[src/core/ksf_pkg.sv]
// Purpose: constants shared by the sequencer / fec / negotiation register bank
// Assumes: word-addressed management port, 32-bit data
// Notes: offsets are word indices as printed
package ksf_pkg;

  // ----------------------------------------------------------------
  // word addresses
  // ----------------------------------------------------------------
  localparam logic [10:0] KSF_ADDR_SEQ_CTRL = 11'h4B0;
  localparam logic [10:0] KSF_ADDR_SEQ_STAT = 11'h4B1;
  localparam logic [10:0] KSF_ADDR_FEC_INJ = 11'h4B2;
  localparam logic [10:0] KSF_ADDR_RSVD_LO = 11'h4B5;
  localparam logic [10:0] KSF_ADDR_RSVD_HI = 11'h4BF;
  localparam logic [10:0] KSF_ADDR_AN_CTRL = 11'h4C0;
  localparam logic [10:0] KSF_ADDR_AN_CMD = 11'h4C1;

  // ----------------------------------------------------------------
  // field positions
  // ----------------------------------------------------------------
  localparam int KSF_SC_RESET_SEQ = 0;
  localparam int KSF_SC_FEC_EN = 16;
  localparam int KSF_SC_FEC_ERR_IND = 17;
  localparam int KSF_SC_FEC_REQ = 18;
  localparam int KSF_ST_LINK_READY = 0;
  localparam int KSF_ST_AN_TMO = 1;
  localparam int KSF_ST_LT_TMO = 2;
  localparam int KSF_ST_MODE_LSB = 8;
  localparam int KSF_ST_MODE_W = 6;
  localparam int KSF_ST_FEC_ABLE = 16;
  localparam int KSF_ST_ERR_IND_ABLE = 17;
  localparam int KSF_FI_INJECT = 11;
  localparam int KSF_AC_AN_EN = 0;
  localparam int KSF_AC_USER_BASE = 1;
  localparam int KSF_AC_USER_NEXT = 2;
  localparam int KSF_AC_REM_FAULT = 3;
  localparam int KSF_AC_FORCE_NONCE = 4;
  localparam int KSF_AC_OVERRIDE = 5;
  localparam int KSF_CMD_RESET_AN = 0;
  localparam int KSF_CMD_RESTART_TX = 4;
  localparam int KSF_CMD_NEXT_PAGE = 8;

  // ----------------------------------------------------------------
  // reset values
  // ----------------------------------------------------------------
  localparam logic KSF_AN_EN_RESET = 1'b1;
  localparam logic [31:0] KSF_ZERO_WORD = 32'h0000_0000;

endpackage : ksf_pkg

[src/core/ksf_pulse.sv]
// Purpose: self-clearing command bit, one-cycle action pulse
// Assumes: write strobe and data synchronous to clk
// Notes: optional qualifier gates whether the pulse is issued
module ksf_pulse (
  input wire logic clk,
  input wire logic reset,
  input wire logic set_req,
  input wire logic allow,
  output logic pulse
);
  import ksf_pkg::*;

  // ----------------------------------------------------------------
  // pulse register
  // ----------------------------------------------------------------
  // one cycle high per accepted write of 1, then back to 0
  always_ff @(posedge clk) begin
    if (reset) begin
      pulse <= 1'b0;
    end else begin
      pulse <= set_req & allow;
    end
  end
endmodule : ksf_pulse

[src/core/ksf_status_hold.sv]
// Purpose: sticky status flag with priority to a new event
// Assumes: event and clear are one-cycle or level signals on clk
// Notes: set wins over clear in the same cycle
module ksf_status_hold (
  input wire logic clk,
  input wire logic reset,
  input wire logic set_evt,
  input wire logic clr_evt,
  output logic flag
);
  import ksf_pkg::*;

  // ----------------------------------------------------------------
  // sticky flag
  // ----------------------------------------------------------------
  always_ff @(posedge clk) begin
    if (reset) begin
      flag <= 1'b0;
    end else if (set_evt) begin
      flag <= 1'b1;
    end else if (clr_evt) begin
      flag <= 1'b0;
    end
  end
endmodule : ksf_status_hold

[src/core/ksf_regs.sv]
// Purpose: sequencer, fec and auto-negotiation control/status register bank
// Assumes: word-addressed management port, reads answered one cycle later
// Notes: self-clearing command bits emit one-cycle pulses to the engines; next page bit 8 is held until sent or command bit 0 resets negotiation
//
// Notes on behaviour
// - fec enable bit 16 switches fec; reset value from default parameter
// - bit 17 chooses whether fec decode errors go to the pcs
// - bit 18 drives fec request; software pulses sequencer reset after change
// - status bit 0 shows sequencer link ready
// - status bit 1 latches negotiation timeout, cleared on negotiation restart
// - status bit 2 shows link training timeout
// - status bits 13:8 show one-hot pcs reconfiguration mode
// - status bit 16 shows fec support from build parameter
// - status bit 17 shows fec error reporting ability
// - inject bit 11 sends one tx fec error pulse, then clears
// - negotiation enable bit 0, defaults to 1
// - bit 1 selects user base pages over generated ones
// - bit 2 selects user next pages over null messages
// - bit 3 signals remote fault in transmitted pages
// - bit 4 forces the transmitted nonce for conformance tests
// - bit 5 substitutes override advertisement; software then resets sequencer
// - command bit 0 resets all negotiation machines, then clears
// - command bit 4 restarts tx machine only in negotiation state, clears
// - command bit 8 sends loaded next page once, then clears
// - sequencer control bit 0 resets sequencer and reruns negotiation, clears
module ksf_regs #(
  parameter bit FEC_DEFAULT_PARAM = 1'b1,
  parameter bit FEC_BUILD_PARAM = 1'b1,
  parameter bit ERR_IND_ABLE = 1'b1,
  parameter int ADDR_W = 11
) (
  input wire logic clk,
  input wire logic reset,
  // management port
  input wire logic [ADDR_W-1:0] mgmt_address,
  input wire logic mgmt_write,
  input wire logic mgmt_read,
  input wire logic [31:0] mgmt_writedata,
  output logic [31:0] mgmt_readdata,
  output logic mgmt_readvalid,
  // sequencer side
  input wire logic seq_link_ready,
  input wire logic negotiation_timeout_flag_evt,
  input wire logic seq_an_restart_evt,
  input wire logic training_timeout_flag,
  input wire logic [ksf_pkg::KSF_ST_MODE_W-1:0] seq_reconfig_mode,
  input wire logic tx_sm_in_an_state,
  input wire logic next_page_sent,
  // controls to the engines
  output logic fec_enable,
  output logic fec_err_to_pcs,
  output logic fec_request_enable,
  output logic seq_reset_pulse,
  output logic tx_fec_error_pulse,
  output logic an_enable,
  output logic user_base_page_sel,
  output logic user_next_page_sel,
  output logic local_remote_fault,
  output logic force_tx_nonce,
  output logic override_adv_enable,
  output logic an_reset_pulse,
  output logic an_tx_restart_pulse,
  output logic extended_next_page_ready
);
  import ksf_pkg::*;

  // refuse an address port too narrow for the word map
  if (ADDR_W < 11) begin : g_bad_addr_w
    $error("ksf_regs: ADDR_W must be at least 11");
  end

  // ----------------------------------------------------------------
  // address decode
  // ----------------------------------------------------------------
  logic wr_seq_ctrl;
  logic wr_fec_inj;
  logic wr_an_ctrl;
  logic wr_an_cmd;
  logic an_timeout_flag;
  logic next_page_clr;
  logic [31:0] next_readdata;

  function automatic logic hit(input logic [ADDR_W-1:0] a, input logic [10:0] w);
    hit = (a == ADDR_W'(w));
  endfunction : hit

  assign wr_seq_ctrl = mgmt_write & hit(mgmt_address, KSF_ADDR_SEQ_CTRL);
  assign wr_fec_inj = mgmt_write & hit(mgmt_address, KSF_ADDR_FEC_INJ);
  assign wr_an_ctrl = mgmt_write & hit(mgmt_address, KSF_ADDR_AN_CTRL);
  assign wr_an_cmd = mgmt_write & hit(mgmt_address, KSF_ADDR_AN_CMD);

  // ----------------------------------------------------------------
  // sequencer / fec control word
  // ----------------------------------------------------------------
  always_ff @(posedge clk) begin
    if (reset) begin
      fec_enable <= FEC_DEFAULT_PARAM;
      fec_err_to_pcs <= 1'b0;
      fec_request_enable <= 1'b0;
    end else if (wr_seq_ctrl) begin
      fec_enable <= mgmt_writedata[KSF_SC_FEC_EN];
      fec_err_to_pcs <= mgmt_writedata[KSF_SC_FEC_ERR_IND];
      fec_request_enable <= mgmt_writedata[KSF_SC_FEC_REQ];
    end
  end

  // sequencer reset: one pulse, bit reads back 0
  ksf_pulse u_seq_reset (
    .clk(clk),
    .reset(reset),
    .set_req(wr_seq_ctrl & mgmt_writedata[KSF_SC_RESET_SEQ]),
    .allow(1'b1),
    .pulse(seq_reset_pulse)
  );

  // tx fec error injection pulse
  ksf_pulse u_fec_inject (
    .clk(clk),
    .reset(reset),
    .set_req(wr_fec_inj & mgmt_writedata[KSF_FI_INJECT]),
    .allow(1'b1),
    .pulse(tx_fec_error_pulse)
  );

  // ----------------------------------------------------------------
  // sequencer status
  // ----------------------------------------------------------------
  // negotiation timeout is sticky until the sequencer restarts negotiation
  ksf_status_hold u_an_tmo (
    .clk(clk),
    .reset(reset),
    .set_evt(negotiation_timeout_flag_evt),
    .clr_evt(seq_an_restart_evt),
    .flag(an_timeout_flag)
  );

  // ----------------------------------------------------------------
  // auto-negotiation control word
  // ----------------------------------------------------------------
  always_ff @(posedge clk) begin
    if (reset) begin
      an_enable <= KSF_AN_EN_RESET;
      user_base_page_sel <= 1'b0;
      user_next_page_sel <= 1'b0;
      local_remote_fault <= 1'b0;
      force_tx_nonce <= 1'b0;
      override_adv_enable <= 1'b0;
    end else if (wr_an_ctrl) begin
      an_enable <= mgmt_writedata[KSF_AC_AN_EN];
      user_base_page_sel <= mgmt_writedata[KSF_AC_USER_BASE];
      user_next_page_sel <= mgmt_writedata[KSF_AC_USER_NEXT];
      local_remote_fault <= mgmt_writedata[KSF_AC_REM_FAULT];
      force_tx_nonce <= mgmt_writedata[KSF_AC_FORCE_NONCE];
      override_adv_enable <= mgmt_writedata[KSF_AC_OVERRIDE];
    end
  end

  // ----------------------------------------------------------------
  // auto-negotiation command word
  // ----------------------------------------------------------------
  ksf_pulse u_an_reset (
    .clk(clk),
    .reset(reset),
    .set_req(wr_an_cmd & mgmt_writedata[KSF_CMD_RESET_AN]),
    .allow(1'b1),
    .pulse(an_reset_pulse)
  );

  // restart only honoured while the tx machine sits in negotiation
  ksf_pulse u_tx_restart (
    .clk(clk),
    .reset(reset),
    .set_req(wr_an_cmd & mgmt_writedata[KSF_CMD_RESTART_TX]),
    .allow(tx_sm_in_an_state),
    .pulse(an_tx_restart_pulse)
  );

  // next page request held until the engine reports it sent or an_reset_pulse fires
  assign next_page_clr = next_page_sent | an_reset_pulse;

  always_ff @(posedge clk) begin
    if (reset) begin
      extended_next_page_ready <= 1'b0;
    end else if (wr_an_cmd & mgmt_writedata[KSF_CMD_NEXT_PAGE]) begin
      extended_next_page_ready <= 1'b1;
    end else if (next_page_clr) begin
      extended_next_page_ready <= 1'b0;
    end
  end

  // ----------------------------------------------------------------
  // read mux
  // ----------------------------------------------------------------
  always_comb begin
    next_readdata = KSF_ZERO_WORD;
    if (hit(mgmt_address, KSF_ADDR_SEQ_CTRL)) begin
      next_readdata[KSF_SC_FEC_EN] = fec_enable;
      next_readdata[KSF_SC_FEC_ERR_IND] = fec_err_to_pcs;
      next_readdata[KSF_SC_FEC_REQ] = fec_request_enable;
    end else if (hit(mgmt_address, KSF_ADDR_SEQ_STAT)) begin
      next_readdata[KSF_ST_LINK_READY] = seq_link_ready;
      next_readdata[KSF_ST_AN_TMO] = an_timeout_flag;
      next_readdata[KSF_ST_LT_TMO] = training_timeout_flag;
      next_readdata[KSF_ST_MODE_LSB +: KSF_ST_MODE_W] = seq_reconfig_mode;
      next_readdata[KSF_ST_FEC_ABLE] = FEC_BUILD_PARAM;
      next_readdata[KSF_ST_ERR_IND_ABLE] = ERR_IND_ABLE;
    end else if (hit(mgmt_address, KSF_ADDR_AN_CTRL)) begin
      next_readdata[KSF_AC_AN_EN] = an_enable;
      next_readdata[KSF_AC_USER_BASE] = user_base_page_sel;
      next_readdata[KSF_AC_USER_NEXT] = user_next_page_sel;
      next_readdata[KSF_AC_REM_FAULT] = local_remote_fault;
      next_readdata[KSF_AC_FORCE_NONCE] = force_tx_nonce;
      next_readdata[KSF_AC_OVERRIDE] = override_adv_enable;
    end else if (hit(mgmt_address, KSF_ADDR_AN_CMD)) begin
      next_readdata[KSF_CMD_NEXT_PAGE] = extended_next_page_ready;
    end
  end

  // registered read answer, one cycle after the read strobe
  always_ff @(posedge clk) begin
    if (reset) begin
      mgmt_readdata <= KSF_ZERO_WORD;
      mgmt_readvalid <= 1'b0;
    end else begin
      mgmt_readvalid <= mgmt_read;
      if (mgmt_read) begin
        mgmt_readdata <= next_readdata;
      end
    end
  end
endmodule : ksf_regs

[config.mk]
export PLATFORM = sky130hd
export DESIGN_NAME = ksf_regs
export DESIGN_NICKNAME = d
export VERILOG_FILES = /design/src/core/ksf_pkg.sv /design/src/core/ksf_pulse.sv /design/src/core/ksf_status_hold.sv /design/src/core/ksf_regs.sv
export SDC_FILE = /design/constraint.sdc
export NUM_CORES = 1
export LEC_CHECK = 0
export ABC_AREA = 0
export BUFFER_PORTS_ARGS = -buffer_cell sky130_fd_sc_hd__buf_2
export CAP_MARGIN = 20
export CORE_MARGIN = 10
export CORE_UTILIZATION = 30
export DETAILED_ROUTE_END_ITERATION = 16
export GPL_TIMING_DRIVEN = 0
export MAX_ROUTING_LAYER = met4
export PLACE_DENSITY_LB_ADDON = 0.08
export SYNTH_ARGS = -nofsm -noshare
export SYNTH_HDL_FRONTEND = slang
export SYNTH_SLANG_ARGS = --single-unit
[constraint.sdc]
create_clock -name clk -period 2.39 [get_ports clk]
set_input_delay 0.239 -clock clk [delete_from_list [all_inputs] [get_ports clk]]
set_output_delay 0.239 -clock clk [all_outputs]
set_load 0.005 [all_outputs]
==> run summary, run 1 <==
The clock latency on the worst-skew pair came out at about 280 ps. The required time reported for the critical path endpoint came out at 2610 ps. In this run the power spent charging and discharging nets is between 0.2 and 0.3 mW.

The number of flip-flops in the largest register is 15. At the pin with the least slew margin, the transition time is 535 ps. Among all flip-flop cells after synthesis, the most frequent one is dfxtp_1. The global-route wire length before repair is 7490 um.

Across all register-to-register paths, the minimum setup slack is ~1400 ps. The power per cell area came out at 549 nW/um^2. In the finished design, the share of the clock period the worst path needs comes to 0.445. The count of port buffers added during placement is 65. The routed via count came out at between 1,000 and 1,500. Of the total power, combinational logic draws 0.101. The switching share of total power is 0.219. The multi-input gate area in the final layout is roughly 780 sq um. The most frequently used cell type in the post-synthesis netlist is dfxtp_1. The total area of sequential cells is between 600 and 700 sq um. The number of antenna violations at the first check in global routing came out at 0. The internal power of the cells totals between 0.9 and 1 mW. The share of flip-flops with an asynchronous set or reset came out at 0. The share of the Yosys chip area taken by registers is 0.401. The area share of the leading cell type in the synthesized netlist came out at 0.401. The vertical extent of the die is around 90 um. The number of hold violations in the final report came out at 0.

The count of different cell masters after synthesis came out at 35. The area enclosed by the die boundary came out at 8440 sq um. The final weighted congestion of routability-driven global placement is roughly 0.7. The cell area after synthesis is 1550 sq um. The final critical-path required period is between 1000 and 1500 ps. At the worst endpoint, the arrival time is 1280 ps. The leakage power came out at ~1 nW.

For hold timing, the worst endpoint is extended_next_page_ready. The total clock sinks is 31. The min-delay analysis places its worst path in the category input port to flip-flop.

The net count of the finished layout is roughly 320. The worst slack after detailed placement came out at between 900 and 1000 ps. Synthesis produced a netlist whose cell count is 174. The largest net degree at the start of global routing is 11. The antenna diode count is 0.

The post-CTS setup-driven buffer insertion count is 0. The H-tree was split into 2 levels. The total global-route track usage came out at 0.113. Adding up every negative setup slack in the final design gives 0 ps. The clock skew is 3.19 ps. The number of failing setup endpoints in the final timing report is 0. The number of enable-type register cells in the synthesized netlist came out at 0. The count of standard-cell rows came out at 26.

TritonCTS built the clock tree. The worst setup path is captured at a flip-flop. Of all cell types, the one taking the most synthesized area is dfxtp_1. The post-synthesis register bit count came out at 31. The proportion of layout cells with a drive suffix above 1 came out at 0.392.

The largest register by flop count is mgmt_readdata. The endpoint identified for the worst register-to-register timing path is mgmt_readdata[8]. Dividing the detail-routed wire length by the instance count gives between 10 and 15 um. The initial utilization of the core area, before any placement, comes to 0.307. The relative contribution of the clock network to total power is 0.456. The biggest fanout along the worst timing path is 10.

The type of origin of the critical path is an input port. The worst-case setup margin in the final layout came out at 1330 ps. The flow ran to the end, and the final reports show no timing, DRC or antenna violations. The routed design has roughly 4700 um of wire. The count of final max-slew check failures came out at 0. The worst slew margin relative to its limit is 0.643. The count of cells resized by post-cts repair came out at 0. After the first detailed-routing iteration, the DRC count stood at 48.

The share of total power dissipated in sequential elements is 0.442. In the routed design, unresolved DRC markers number 0. The peak clock frequency supported by timing came out at between 0.9 and 1 GHz. The tool flagged a number of max-cap violations equal to 0.

The number of warnings printed during yosys synthesis is 0. After synthesis, the most frequently instantiated cells are dfxtp_1 (31), nand2b_1 (22), buf_4 (19). The clock-pin transition on the worst setup and hold timing paths came out at about 70 ps. Setup repair after global routing left no endpoint under its margin. The average instance in the mapped netlist occupies 8.90 sq um.

The via count of the first global-routing pass came out at 1,427. The remaining number of nets flagged by the antenna check after routing is 0. The placed wire-length estimate after detailed placement is about 3700 um. In this run the most critical hold path is launched from mgmt_writedata[8]. The buffer levels on the longest clock path came out at 2.

IR analysis of the VDD net gives a maximum drop of between 200 and 250 uV. The area growth from synthesis to layout is 38.1%. The worst setup path is of the input port to flip-flop kind.

The worst hold path was traced through 2 stages. The layout has approximately 520 filler cells. The core region is between 5000 and 6000 sq um.

The root buffer cell is clkbuf_8. The via count normalized by instance count is 4.16. The number of buffers inserted for hold repair after clock tree synthesis is 0. In this run the count of I/O pins placed on the die edge is between 100 and 150. Global routing finished with a remaining overflow of 0. In this run the critical register-to-register path is launched from mgmt_readdata[8]. In this run, CTS created clock tree buffers numbering 5. In the post-synthesis netlist, the biggest area contributors are dfxtp_1 (40%), buf_4 (9.2%), nand2b_1 (8.9%), mux2i_1 (5.8%), nand4_1 (3.6%). The number of cell instances on the worst register-to-register path is 2. In this run the horizontal extent of the chip is 91.9 um. The iteration count of the initial detailed-routing pass came out at 4.
## layer usage
metal  wire length (um)  GRT usage  share of wire
met4                 63     0.0386          0.014
met2               2010      0.164           0.43
met1               2320      0.140           0.50
met3                265     0.0440          0.057
met5                  0          -              0
## cells in the final DEF, fill, tap and decap left out, types with 2 or more instances in the layout
| cell type | Yosys | routed |
|---|---|---|
| buf_2 | 4 | 69 |
| dfxtp_1 | 31 | 31 |
| nand2b_1 | 22 | 22 |
| buf_4 | 19 | 19 |
| conb_1 | 1 | 17 |
| nand2_1 | 10 | 10 |
| a21oi_1 | 9 | 9 |
| mux2i_1 | 9 | 9 |
| nand4_1 | 9 | 9 |
| nor2_1 | 7 | 7 |
| clkbuf_1 | 6 | 6 |
| o21ai_1 | 6 | 6 |
| and2_1 | 6 | 6 |
| clkbuf_8 | 0 | 6 |
| inv_1 | 4 | 4 |
| a22oi_1 | 4 | 4 |
| nor2b_1 | 3 | 3 |
| and3b_1 | 3 | 3 |
| and4_1 | 2 | 2 |
| nor4b_1 | 2 | 2 |
| o21a_1 | 2 | 2 |
## through the flow
| stage | utilization | hold WS [ps] | instance area (sq um) | instances | power [mW] |
|---|---|---|---|---|---|
| after floorplan | - | 349 | 1610 | 190 | 0.601 |
| after detailed placement | 0.401 | 437 | 2020 | 325 | 0.648 |
| after global placement | 0.401 | 439 | 2020 | 325 | 0.649 |
| after CTS | 0.424 | 141 | 2140 | 333 | 1.19 |
| after global routing | 0.424 | 153 | 2140 | 333 | 1.23 |
| final | 0.424 | 151 | 2140 | 333 | 1.17 |
## area by class of cell
| type | instances | area share |
|---|---|---|
| multi-input cells | 125 | 0.363 |
| flip-flops and latches | 31 | 0.290 |
| repair buffers | 65 | 0.152 |
| plain buffers | 30 | 0.0918 |
| well taps | 70 | 0.0409 |
| clock buffers | 6 | 0.0386 |
| clock inverters | 2 | 0.0164 |
| inverters | 4 | 0.00702 |
## power by group through the flow
stage	registers [mW]	logic, mW	clock network, mW
3_3_place_gp	0.531	0.117	0
4_1_cts	0.519	0.118	0.555
3_5_place_dp	0.531	0.117	0
2_1_floorplan	0.531	0.0701	0
5_1_grt	0.519	0.133	0.579
6_report	0.519	0.119	0.536
## kinds of logic after synthesis
family          count (synthesis)  synth area share
other cells                     1           0.00242
compound gates                 23            0.0880
flops                          31             0.401
simple gates                   76             0.314
mux                             9            0.0582
buf+inv                        34             0.137
## how the worst max path moves through the flow
stage / from / endpoint / slack [ps]
finish: mgmt_address[8] / mgmt_readdata[5] / 1330
global route: reset / mgmt_readdata[3] / 1210
CTS: mgmt_address[8] / mgmt_readdata[4] / 1300
detailed placement: mgmt_address[8] / mgmt_readdata[5] / 990
global placement: reset / mgmt_readdata[2] / 990
floorplan: mgmt_address[0] / an_enable / 1270
## critical path, cell delays in order
cell and delay [ps]:
buf_2 90, and4bb_2 370, buf_2 250, nand4_1 180
o21ai_1 150
Note: power is estimated with default switching activity, not from simulation.
==> inputs of run 2 (changes only) <==
--- a/config.mk
+++ b/config.mk
@@ -5,7 +5,7 @@
 export SDC_FILE = /design/constraint.sdc
 export NUM_CORES = 1
 export LEC_CHECK = 0
-export ABC_AREA = 0
+export ABC_AREA = 1
 export BUFFER_PORTS_ARGS = -buffer_cell sky130_fd_sc_hd__buf_2
 export CAP_MARGIN = 20
 export CORE_MARGIN = 10
==> constraint.sdc (replaced) <==
create_clock -name clk -period 1 [get_ports clk]
set_input_delay 0.1 -clock clk [delete_from_list [all_inputs] [get_ports clk]]
set_output_delay 0.1 -clock clk [all_outputs]
set_load 0.005 [all_outputs]
==> run 2 against run 1 <==
Effect of this change: register-to-register slack got worse by 1300 ps; combinational power grew 140%; clock skew about the same; count of clock-buffer cells in the layout unchanged; non-clock buffer count decreased by 5; flip-flop and latch count is the same; area after synthesis down 4.4%; worst hold slack worse by 130 ps; largest power group is now sequential cells; global-route usage is 0.23 points higher; core utilization rose by 0.83 points.
==> run summary, run 2 <==
The number of buffers inserted for hold repair after clock tree synthesis came out at 0 (unchanged). The count of placed standard cells in the final layout, fillers left out is 357 (+7.2%). The start point of the critical path is extended_next_page_ready.

The library cell used most frequently in the layout, excluding fill and tap cells, is buf_2. The worst setup path is captured at an output pin. The number of placed cells counting well taps is 348 (+7.1%). The count of maximum capacitance violations came to 0 (unchanged).

The aggregate global routing overflow is 0 (unchanged). The power per cell area was 1230 nW/um^2 (+120%). Derived from the worst setup path, the maximum achievable clock frequency is slightly above 1 GHz. By count the netlist is led by nand2_1 (41), dfxtp_1 (31), a21oi_1 (22).

The power consumption is 2.52 mW (+110%). The cell area after synthesis is 1480 sq um (-4.4%). The routed via count is 1,433 (+3.5%).

The count of standard-cell rows came to 25 (-3.8%). The detailed-routed wire length on met2 is 2080 um (+3.5%). The worst-case setup margin in the final layout came out at 32.0 ps (-1290 ps).

The number of top-level design ports came to 106 (unchanged). The worst hold path belongs to the class input port to flip-flop. The initial DRC count came out at 53 (+10%). The share of the core filled with cells in the final layout came to 0.433 (+0.00831). The total clock sinks came out at 31 (unchanged). The total DRC errors in the routed layout is 0 (unchanged). The area enclosed by the die boundary came to 8140 sq um (-3.5%).

The worst setup path is of the flip-flop to output pin kind. The signed area change from the synthesized netlist to the final layout is 39.0%. The peak ir drop on the vdd network came out at 564 uV (+130%). The most frequently used cell type in the post-synthesis netlist is nand2_1. The vertical extent of the die is 90.2 um (-1.8%). The data arrival time of the critical path came out at 870 ps (-410 ps).

The total global-route track usage was 0.115 (+0.00235). The number of failing setup endpoints in the final timing report is 0 (unchanged). The worst hold margin came out at 21.1 ps (-130 ps). The clock buffer count from CTS came out at 5 (unchanged). The worst path buffer plus inverter count is 2 (unchanged). The number of antenna violations at the first check in global routing is 0 (unchanged). The number of fill cells in the layout came out at 529 (+0.95%). The post-route cell area is 2060 sq um (-3.9%).

The number of flip-flops in the largest register is 15 (unchanged). The share of flip-flops with an asynchronous set or reset came out at 0 (unchanged). The average cell area after synthesis came out at 7.44 sq um (-16%). The count of different cell masters after synthesis is 23 (-34%). The leakage power came out at 1.04 nW (+4.0%). The final weighted congestion of routability-driven global placement came out at 0.716 (+0.39%). The clock tree from TritonCTS is yes.

The core outline area came out at 4750 sq um (-5.7%). In this run the top signal layer used is met4. The initial core utilization came to 0.311 (+0.00412).

The slowest stage of the critical path belongs to the cell dfxtp_2. The clock-pin transition on the worst setup and hold timing paths is 70 ps (about the same). Among cell families on the critical path, the largest total delay comes from flip-flops. The worst slack after detailed placement is -242 ps (-1230 ps).

The post-synthesis register bit count was 31 (unchanged). The area of placed instances was 1950 sq um (-3.3%). The iteration count of the initial detailed-routing pass came to 4 (unchanged).

The run finished with clean final reports. The top cell types in the final layout, fill and taps aside, are buf_2 (68), nand2_1 (41), dfxtp_1 (30), a21oi_1 (22), inv_1 (20). The buffer levels on the longest clock path came out at 2 (unchanged).

The global-route wire length before repair came to 7270 um (-3.0%). Traced cell by cell, the critical path runs through buf_4 -> buf_2. The part of the Yosys area used for sequential elements was 0.419 (+0.0186). The aggregate routed wire length is 4650 um (-0.41%). The worst setup path is launched from a flip-flop. The via count normalized by instance count came out at 4.01 (-3.4%). The remaining number of nets flagged by the antenna check after routing is 0 (unchanged).

The cell count after synthesis was 199 (+14%). The largest net degree at the start of global routing is 11 (unchanged). The placed wire-length estimate after detailed placement came out at 3770 um (+1.3%). In this run the critical register-to-register path is launched from u_an_reset.pulse. The number of enable-type register cells in the synthesized netlist came to 0 (unchanged).

The wire length the detailed router placed on met1 came out at 2300 um (-1.2%). The antenna diode count came out at 0 (unchanged). By area the synthesized netlist is led by dfxtp_1 (42%), nand2_1 (10%), buf_4 (8.6%), a21oi_1 (7.4%), inv_1 (5.3%). The area share of the leading cell type in the synthesized netlist is 0.419 (+0.0186).

The count of port buffers added during placement is 66 (+1.5%). The final critical-path required period came out at ~970 ps. The most used flip-flop cell after synthesis is dfxtp_1. The clock skew is 3.58 ps (+0.399 ps). The required time reported for the critical path endpoint came out at 900 ps (-1710 ps). The number of hold violations in the final report came out at 0 (unchanged). The proportion of layout cells with a drive suffix above 1 is 0.393 (+0.00147). The biggest area contributor in the post-synthesis netlist is dfxtp_1. The via count of the first global-routing pass is 1,474 (+3.3%). The multi-input gate area in the final layout was 684 sq um (-12%). The maximum single-stage delay on the critical path came out at 330 ps (-40 ps).

The met3 routed wirelength is 204 um (-23%). The biggest fanout along the worst timing path came out at 2 (-8). The sum of negative setup slack is 0 ps (unchanged). The launch instance of the worst min-delay path is negotiation_timeout_flag_evt.

Setup repair after global routing left no endpoint under its margin. The number of nets in the finished design is 348 (+8.4%). The total area of sequential cells was 622 sq um (+0.20%).

The wire length per cell after detailed routing came out at 13.0 um (-7.1%). The root buffer cell is clkbuf_8. The count of final max-slew check failures was 0 (unchanged). The number of warnings printed during yosys synthesis is 0 (unchanged). More flip-flops sit in one register than any other, and that register is mgmt_readdata. The clock latency on the worst-skew pair is 280 ps (about the same). The final clock period utilization by the worst path came out at 0.968. The number of H-tree levels came out at 2 (unchanged).

The floorplan die width came out at 90.2 um (-1.8%).
## run 2: power breakdown
part | internal, mW | total, mW | switching [mW]
Combinational | 0.134 | 0.288 | 0.154
Clock | 0.486 | 0.976 | 0.491
Sequential | 1.25 | 1.26 | 0.00632
## run 2: worst reg2reg max path, stage by stage (launching register included)
cell and delay (ps):
dfxtp_1 330, or3b_4 400, a21oi_1 120
## run 2: what timing repair did
item,CTS,global route
pin swaps,1,0
resized for setup,2,4
hold endpoints to repair,0,0
setup endpoints to repair,1,6
buffers inserted,1,0
## run 2: logic make-up after synthesis
| logic type | Yosys count | synth area share |
|---|---|---|
| and+or+nand+nor | 85 | 0.275 |
| buffers and inverters | 45 | 0.164 |
| DFF | 31 | 0.419 |
| other | 1 | 0.00253 |
| AOI/OAI and AO/OA | 37 | 0.139 |
## run 2: per-layer routing
| layer | up-vias | track usage |
|---|---|---|
| met5 | - | - |
| met1 | 597 | 0.145 |
| met2 | 46 | 0.172 |
| li1 | 782 | - |
| met4 | 0 | 0.0398 |
| met3 | 8 | 0.0333 |
## run 2: final timing paths
path                               to  depth (start not counted)  slack (ps)
max          extended_next_page_ready                          2          30
min reg2reg            force_tx_nonce                          2         460
max reg2reg  extended_next_page_ready                          2          80
min                     u_an_tmo.flag                          3          20
## run 2: cell type report
cell class                      instances  share of cell area
Sequential cell                        31               0.302
Timing Repair Buffer                   67               0.164
Inverter                               22              0.0401
Buffer                                 23              0.0785
Tap cell                               67              0.0408
Clock buffer                            6              0.0353
Clock inverter                          2             0.00608
Multi-Input combinational cell        139               0.333
